File: src/common/tmr_pkg.sv
//////////////////////////////////////////////////////////////////////////////
// Purpose: Shared constants and types for the 8/16-bit timer/counter
// Assumes: 8-bit register port, one instruction cycle per system clock
// Notes:   Register offsets are word indices on the plain register port
//////////////////////////////////////////////////////////////////////////////
package tmr_pkg;

	// Register port widths
	localparam int unsigned ADDR_W = 3;
	localparam int unsigned DATA_W = 8;

	// Register offsets
	localparam logic [2:0] OFS_COUNTER_CONTROL  = 3'h0;
	localparam logic [2:0] OFS_COUNT_LOW_BYTE   = 3'h1;
	localparam logic [2:0] OFS_COUNT_HIGH_LATCH = 3'h2;
	localparam logic [2:0] OFS_IRQ_STATUS       = 3'h3;
	localparam logic [2:0] OFS_IRQ_CLEAR        = 3'h4;
	localparam logic [2:0] OFS_IRQ_CONTROL      = 3'h5;

	// Field positions in counter_control
	localparam int unsigned BIT_COUNTER_RUN     = 7;
	localparam int unsigned BIT_NARROW_WIDTH    = 6;
	localparam int unsigned BIT_SOURCE_SELECT   = 5;
	localparam int unsigned BIT_PIN_EDGE_SELECT = 4;
	localparam int unsigned BIT_DIVIDER_BYPASS  = 3;
	localparam int unsigned RATIO_MSB           = 2;
	localparam int unsigned RATIO_LSB           = 0;

	// Field positions in the interrupt registers
	localparam int unsigned BIT_OVERFLOW = 0;

	// Reset values
	localparam logic [7:0]  CTRL_RESET  = 8'hff;
	localparam logic [7:0]  LATCH_RESET = 8'h00;
	localparam logic [15:0] COUNT_RESET = 16'h0000;

	// Timing counts, in instruction cycles
	localparam logic [1:0]  WRITE_INHIBIT_CYCLES = 2'h2;

	// Counter limits
	localparam logic [7:0]  LOW_MAX  = 8'hff;
	localparam logic [15:0] WIDE_MAX = 16'hffff;

	// One register port request
	typedef struct packed {
		logic              wr;
		logic              rd;
		logic [ADDR_W-1:0] addr;
		logic [DATA_W-1:0] wdata;
	} bus_req_s;

	// Whole state of the timer block
	typedef struct packed {
		logic [7:0]  ctrl;
		logic [15:0] cnt;
		logic [7:0]  latch;
		logic [7:0]  pre;
		logic [1:0]  inh;
		logic [2:0]  sync;
		logic        lvl;
		logic        flag;
		logic        irq_en;
		logic        irq;
		logic [7:0]  rdata;
	} tmr_state_s;

	localparam tmr_state_s STATE_RESET = '{
		ctrl:   CTRL_RESET,
		cnt:    COUNT_RESET,
		latch:  LATCH_RESET,
		pre:    8'h00,
		inh:    2'h0,
		sync:   3'h0,
		lvl:    1'b0,
		flag:   1'b0,
		irq_en: 1'b0,
		irq:    1'b0,
		rdata:  8'h00
	};

endpackage

File: src/rtl/eight_sixteen_bit_timer_counter.sv
//////////////////////////////////////////////////////////////////////////////
// Purpose: 8/16-bit timer/counter with 8-bit prescaler and overflow interrupt
// Assumes: i_sys_clk is the instruction-cycle clock; i_count_pin is asynchronous
// Notes:   16-bit value is read and written atomically through a high-byte latch
//////////////////////////////////////////////////////////////////////////////
`timescale 1ns/1ps

module eight_sixteen_bit_timer_counter
(
	input  wire logic              i_sys_clk,
	input  wire logic              i_rst_n,
	input  wire tmr_pkg::bus_req_s i_bus,
	input  wire logic              i_count_pin,
	input  wire logic              i_sleep,
	output logic [7:0]             o_rdata,
	output logic                   o_irq
);
	import tmr_pkg::*;

	tmr_state_s st_ff;
	tmr_state_s nxt_st;

	////////////////////////////////////////////////////////////////////////
	// Decoded control fields
	logic       run;
	logic       narrow;
	logic       ext_src;
	logic       fall_edge;
	logic       bypass;
	logic [2:0] ratio;
	logic [7:0] div_mask;

	assign run       = st_ff.ctrl[BIT_COUNTER_RUN];
	assign narrow    = st_ff.ctrl[BIT_NARROW_WIDTH];
	assign ext_src   = st_ff.ctrl[BIT_SOURCE_SELECT];
	assign fall_edge = st_ff.ctrl[BIT_PIN_EDGE_SELECT];
	assign bypass    = st_ff.ctrl[BIT_DIVIDER_BYPASS];
	assign ratio     = st_ff.ctrl[RATIO_MSB:RATIO_LSB];

	// Low bits that must all be ones to finish one prescale period
	assign div_mask  = 8'((16'h0002 << ratio) - 16'h0001);

	////////////////////////////////////////////////////////////////////////
	// Register port decode
	logic wr_ctrl;
	logic wr_low;
	logic wr_high;
	logic wr_clr;
	logic wr_en;
	logic rd_low;

	assign wr_ctrl = i_bus.wr && (i_bus.addr == OFS_COUNTER_CONTROL);
	assign wr_low  = i_bus.wr && (i_bus.addr == OFS_COUNT_LOW_BYTE);
	assign wr_high = i_bus.wr && (i_bus.addr == OFS_COUNT_HIGH_LATCH);
	assign wr_clr  = i_bus.wr && (i_bus.addr == OFS_IRQ_CLEAR);
	assign wr_en   = i_bus.wr && (i_bus.addr == OFS_IRQ_CONTROL);
	assign rd_low  = i_bus.rd && (i_bus.addr == OFS_COUNT_LOW_BYTE);

	////////////////////////////////////////////////////////////////////////
	// Count event path: pin edge or cycle, gating, prescaler
	logic pin_agree;
	logic pin_edge;
	logic src_ev;
	logic gated_ev;
	logic pre_done;
	logic cnt_pulse;
	logic cnt_step;
	logic wrap_low;
	logic wrap_wide;

	// A pin change counts once the second and third stages agree
	assign pin_agree = (st_ff.sync[1] == st_ff.sync[2]);
	assign pin_edge  = pin_agree && (st_ff.sync[2] != st_ff.lvl)
		&& (st_ff.sync[2] == !fall_edge);
	assign src_ev    = ext_src ? pin_edge : 1'b1;
	assign gated_ev  = src_ev && run && !i_sleep;
	assign pre_done  = ((st_ff.pre & div_mask) == div_mask);
	// Bypass is read live, so the assignment may change at any time
	assign cnt_pulse = bypass ? gated_ev : (gated_ev && pre_done);
	assign cnt_step  = cnt_pulse && (st_ff.inh == 2'h0) && !wr_low;
	assign wrap_low  = cnt_step && (st_ff.cnt[7:0] == LOW_MAX);
	assign wrap_wide = cnt_step && (st_ff.cnt == WIDE_MAX);

	////////////////////////////////////////////////////////////////////////
	// Next-state logic
	always_comb
	begin
		nxt_st = st_ff;

		// Three-stage synchronizer and filtered pin level
		nxt_st.sync = {st_ff.sync[1:0], i_count_pin};
		if (pin_agree)
		begin
			nxt_st.lvl = st_ff.sync[2];
		end

		// Control register
		if (wr_ctrl)
		begin
			nxt_st.ctrl = i_bus.wdata;
		end

		// Prescaler: hidden 8-bit counter, cleared by any count write
		if (wr_low)
		begin
			nxt_st.pre = 8'h00;
		end
		else if (gated_ev && !bypass)
		begin
			nxt_st.pre = pre_done ? 8'h00 : st_ff.pre + 8'h01;
		end

		// Increment inhibit after a count write
		if (wr_low)
		begin
			nxt_st.inh = WRITE_INHIBIT_CYCLES;
		end
		else if (st_ff.inh != 2'h0)
		begin
			nxt_st.inh = st_ff.inh - 2'h1;
		end

		// Counter value: write, or one step
		if (wr_low)
		begin
			nxt_st.cnt[7:0] = i_bus.wdata;
			if (!narrow)
			begin
				nxt_st.cnt[15:8] = st_ff.latch;
			end
		end
		else if (cnt_step)
		begin
			if (narrow)
			begin
				nxt_st.cnt[7:0] = st_ff.cnt[7:0] + 8'h01;
			end
			else
			begin
				nxt_st.cnt = st_ff.cnt + 16'h0001;
			end
		end

		// High-byte latch: written directly, or captured on a low read in 16-bit mode
		if (wr_high)
		begin
			nxt_st.latch = i_bus.wdata;
		end
		else if (rd_low && !narrow)
		begin
			nxt_st.latch = st_ff.cnt[15:8];
		end

		// Overflow flag: a set in the same cycle wins over a clear
		if (wr_clr && i_bus.wdata[BIT_OVERFLOW])
		begin
			nxt_st.flag = 1'b0;
		end
		if (narrow ? wrap_low : wrap_wide)
		begin
			nxt_st.flag = 1'b1;
		end
		if (wr_en)
		begin
			nxt_st.irq_en = i_bus.wdata[BIT_OVERFLOW];
		end
		nxt_st.irq = nxt_st.flag && nxt_st.irq_en;

		// Read data, valid in the cycle after the strobe only
		nxt_st.rdata = 8'h00;
		if (i_bus.rd)
		begin
			case (i_bus.addr)
				OFS_COUNTER_CONTROL:  nxt_st.rdata = st_ff.ctrl;
				OFS_COUNT_LOW_BYTE:   nxt_st.rdata = st_ff.cnt[7:0];
				OFS_COUNT_HIGH_LATCH: nxt_st.rdata = st_ff.latch;
				OFS_IRQ_STATUS:       nxt_st.rdata = {7'h00, st_ff.flag};
				OFS_IRQ_CONTROL:      nxt_st.rdata = {7'h00, st_ff.irq_en};
				default:              nxt_st.rdata = 8'h00;
			endcase
		end
	end

	////////////////////////////////////////////////////////////////////////
	// State register
	always_ff @(posedge i_sys_clk)
	begin
		if (!i_rst_n)
		begin
			st_ff <= STATE_RESET;
		end
		else
		begin
			st_ff <= nxt_st;
		end
	end

	assign o_rdata = st_ff.rdata;
	assign o_irq   = st_ff.irq;
endmodule // eight_sixteen_bit_timer_counter

File: config.mk
export PLATFORM = sky130hd
export DESIGN_NAME = eight_sixteen_bit_timer_counter
export DESIGN_NICKNAME = d
export VERILOG_FILES = /design/src/common/tmr_pkg.sv /design/src/rtl/eight_sixteen_bit_timer_counter.sv
export SDC_FILE = /design/constraint.sdc
export NUM_CORES = 1
export LEC_CHECK = 0
export BUFFER_PORTS_ARGS = -buffer_cell sky130_fd_sc_hd__buf_2
export CAP_MARGIN = 15
export CORE_ASPECT_RATIO = 0.6
export CORE_MARGIN = 4
export CORE_UTILIZATION = 30
export CTS_CLUSTER_DIAMETER = 60
export DETAILED_ROUTE_END_ITERATION = 10
export PLACE_DENSITY = 0.57
export SLEW_MARGIN = 0
export SYNTH_ARGS = -nofsm -noshare
export SYNTH_HDL_FRONTEND = slang
export SYNTH_SLANG_ARGS = --single-unit
File: constraint.sdc
create_clock -name i_sys_clk -period 2.45 [get_ports i_sys_clk]
set_input_delay 0.245 -clock i_sys_clk [delete_from_list [all_inputs] [get_ports i_sys_clk]]
set_output_delay 0.245 -clock i_sys_clk [all_outputs]
set_load 0.02 [all_outputs]
==> flow_metrics.env <==
export IMPL_end_kind="flip-flop"
export IMPL_yosysUniqueCellTypes=49
export IMPL_r2r_end="st_ff[35]$_SDFFE_PN0P_"
export IMPL_timing_final_max_slew_violations=0
export IMPL_yosysTopAreaCell="dfxtp_1"
export IMPL_cts_tree="built"
export IMPL_fin_crit_sh_pct=94.7
export IMPL_ys_seq_elements=57
export IMPL_max_freq_ghz=0.431
export IMPL_multi_input_area_mm2=0.00167
export IMPL_seq_area_mm2=0.00114
export IMPL_crit_path_max_incr_delay_ns=0.49
export IMPL_synth_nets=367
export IMPL_yosys_top_cells_area="dfxtp_1, mux2i_1, nand2_1"
export IMPL_portBuffers=25
export IMPL_grt_overflow=0
export IMPL_synth_cells=347
export IMPL_syn_area_per_cell_um2=8.50
export IMPL_worst_slew_pin_slew_ns=0.572
export IMPL_drcViolationCount=0
export IMPL_yosys_warnings=0
export IMPL_worstSetupStartpointType="flip-flop"
export IMPL_drtAntennaViolNets=0
export IMPL_setup_tns_ns=0
export IMPL_cts_inserted_buffers=9
export IMPL_gp_congestion=0.875
export IMPL_cp_required_ns=2.71
export IMPL_vias=2747
export IMPL_drive_gt1_share_pct=16.0
export IMPL_rsz0062_at_grt="false"
export IMPL_grt_total_usage_pct=15.4
export IMPL_cts_buffer_depth=2
export IMPL_cts_root_buf="clkbuf_16"
export IMPL_drtIter0Drc=338
export IMPL_status="completed"
export IMPL_grt_max_degree=24
export IMPL_relSlewSlack_pct=61.9
export IMPL_power_total_w=0.00265
export IMPL_cts_reportedPaths_clkPinSlew_ns=0.05
export IMPL_hold_path_depth=2
export IMPL_period_needed_ns=2.32
export IMPL_cpMaxStageDelayCell="or4_1"
export IMPL_synthArstFlopShare_pct=0
export IMPL_fin_nets=391
export IMPL_worstSetupPathType="flip-flop to flip-flop"
export IMPL_antenna_found_initial=0
export IMPL_initial_core_util_pct=31.5
export IMPL_rows=27
export IMPL_hpwl_um=6310
export IMPL_reg2reg_depth=8
export IMPL_htree_levels=3
export IMPL_setup_violations=0
export IMPL_ios=26
export IMPL_synth_top_area_share_pct=38.7
export IMPL_die_x_um=136
export IMPL_clk_latency_ns=0.33
export IMPL_holdBufCountCts=0
export IMPL_report_final_hold_viol_count=0
export IMPL_ir_drop_uv=400
export IMPL_die_h_um=84.8
export IMPL_layout_setup_ws_ns=0.131
export IMPL_dieArea_mm2=0.0115
export IMPL_synth_edf_count=0
export IMPL_synth_area_mm2=0.00295
export IMPL_grt_pass1_vias=2384
export IMPL_cts_sinks=57
export IMPL_post_route_util_pct=38.3
export IMPL_core_area_mm2=0.00936
export IMPL_grt_pass1_wl_um=13400
export IMPL_via_per_inst=5.43
export IMPL_arrival_ns=2.58
export IMPL_timing_rr_start="ratio[1]$_SDFFE_PN1P_"
export IMPL_synth_ff_type="dfxtp_1"
export IMPL_insertedDiodeCount=0
export IMPL_hold_path_class="input port to flip-flop"
export IMPL_power_leakage_nw=1.54
export IMPL_wl_per_cell_um=16.7
export IMPL_pre_cts_ws_ns=0.0875
export IMPL_fin_skew_ns=0.00390
export IMPL_min_delay_start="i_count_pin"
export IMPL_p_per_area_mw_per_mm2=741
export IMPL_routed_wl_um=8470
export IMPL_cp_cell_sequence="nor2_2 > nand2_1 > ha_1 > o21ai_0 > a221o_1 > o31a_4 > or4_1 > a31oi_1"
export IMPL_fillers=965
export IMPL_drt_first_pass_iters=5
export IMPL_whs_ns=0.116
export IMPL_whs_endpoint="nxt_st[13]$_SDFF_PN0_"
export IMPL_cap_viol_max_count=0
export IMPL_area_growth_pct=21.4
export IMPL_r2r_setup_slack_ns=0.13
export IMPL_seq_area_frac_synth_pct=38.7
export IMPL_crit_fanout=10
## metal layers
| metal | part of all wire, % | vias to the layer above | global-route usage [%] |
|---|---|---|---|
| li1 | - | 1312 | - |
| met1 | 55 | 1294 | 25.6 |
| met2 | 33 | 130 | 16.5 |
| met3 | 11 | 11 | 5.39 |
| met4 | 1.5 | 0 | 5.49 |
| met5 | 0 | - | 0 |
## cells by family (layout without fill, tap and decap cells)
kind of cell	Yosys count	in the layout	share of synthesized area (%)
xor gates and xnor gates	8	8	2.38
adders and majority gates	4	4	1.61
AOI/OAI and AO/OA	74	74	18.7
buffers and inverters	30	59	4.88
muxes	20	20	7.21
and+or+nand+nor	154	154	26.6
DFF	57	57	38.7
## worst max-delay path by stage
stage / startpoint / end / slack [ns] / depth (start not counted)
after floorplan: ratio[2]$_SDFFE_PN1P_ / st_ff[42]$_SDFFE_PN0P_ / 0.20 / 9
after global placement: ratio[1]$_SDFFE_PN1P_ / st_ff[35]$_SDFFE_PN0P_ / 0.16 / 8
after detailed placement: ratio[1]$_SDFFE_PN1P_ / st_ff[35]$_SDFFE_PN0P_ / 0.09 / 8
after CTS: ratio[1]$_SDFFE_PN1P_ / st_ff[35]$_SDFFE_PN0P_ / 0.06 / 8
after global routing: ratio[1]$_SDFFE_PN1P_ / st_ff[35]$_SDFFE_PN0P_ / 0.01 / 8
final: ratio[1]$_SDFFE_PN1P_ / st_ff[35]$_SDFFE_PN0P_ / 0.13 / 8
## power by group
| group | switching, W | total, W | internal, W |
|---|---|---|---|
| Sequential | 0.0000196 | 0.000968 | 0.000948 |
| Clock | 0.000437 | 0.00153 | 0.00109 |
| Combinational | 0.0000979 | 0.000157 | 0.0000594 |
| Total | 0.000555 | 0.00265 | 0.00210 |
## timing repair
| item | in CTS | in global routing |
|---|---|---|
| buffers inserted | 0 | 0 |
| gates resized for setup | 0 | 1 |
| endpoints found under the setup margin | 0 | 1 |
## layout by cell type (no fill, tap or decap), types with 3 or more instances in the layout
master | Yosys | final
a21oi_1 | 11 | 11
a31oi_1 | 5 | 5
a32o_1 | 7 | 7
and2_1 | 7 | 7
and3_1 | 6 | 6
and4_1 | 6 | 6
buf_2 | 1 | 25
buf_4 | 8 | 11
bufinv_16 | 0 | 4
clkbuf_16 | 0 | 9
dfxtp_1 | 57 | 57
ha_1 | 3 | 3
inv_1 | 6 | 6
mux2i_1 | 19 | 19
nand2_1 | 45 | 45
nand2b_1 | 3 | 3
nand3_1 | 12 | 12
nand4_1 | 11 | 11
nand4b_1 | 3 | 3
nor2_1 | 35 | 34
nor2b_1 | 8 | 8
nor3_1 | 6 | 6
nor3b_1 | 4 | 4
o211a_1 | 8 | 8
o211ai_1 | 5 | 5
o21ai_0 | 16 | 16
o21ai_1 | 3 | 3
o31ai_1 | 3 | 3
or3_1 | 3 | 3
xnor2_1 | 3 | 3
xor2_1 | 5 | 5
## critical path: cells and delay by family (launching register included)
kind	cells	cell delay, ns
compound gates	4	0.92
simple gates	3	0.69
flops	1	0.36
fa+ha+maj	1	0.27
## sequential cells by signal, indices dropped and copies added (netlist names)
signal,cells
narrow,1
ext_src,1
st_ff,38
nxt_st,2
ratio,3
o_rdata,8
run,1
fall_edge,1
o_irq,1
bypass,1
## area by class of cell
type / instances / area share (%)
Clock inverter: 6 / 3.64
Timing Repair Buffer: 37 / 6.36
Sequential cell: 57 / 31.9
Multi-Input combinational cell: 260 / 46.6
Tap cell: 130 / 4.54
Clock buffer: 10 / 6.40
Inverter: 6 / 0.629
## metrics by stage
| step | instances | instance area [um2] |
|---|---|---|
| 5_1_grt | 506 | 3580 |
| 6_report | 506 | 3580 |
| 3_5_place_dp | 490 | 3220 |
| 2_1_floorplan | 347 | 2950 |
| 4_1_cts | 506 | 3580 |
| 3_3_place_gp | 490 | 3220 |
## synth_stat cells, types with 3 or more instances
master	instances
xnor2_1	3
ha_1	3
buf_4	8
nor3b_1	4
nor2_1	35
o31ai_1	3
nand2b_1	3
inv_1	6
o211ai_1	5
and3_1	6
nand2_1	45
and2_1	7
a21oi_1	11
xor2_1	5
and4_1	6
o21ai_1	3
mux2i_1	19
nand3_1	12
nand4_1	11
dfxtp_1	57
o211a_1	8
nand4b_1	3
a32o_1	7
or3_1	3
clkbuf_1	15
a31oi_1	5
nor3_1	6
o21ai_0	16
nor2b_1	8
(Power assumes the default switching activity.)
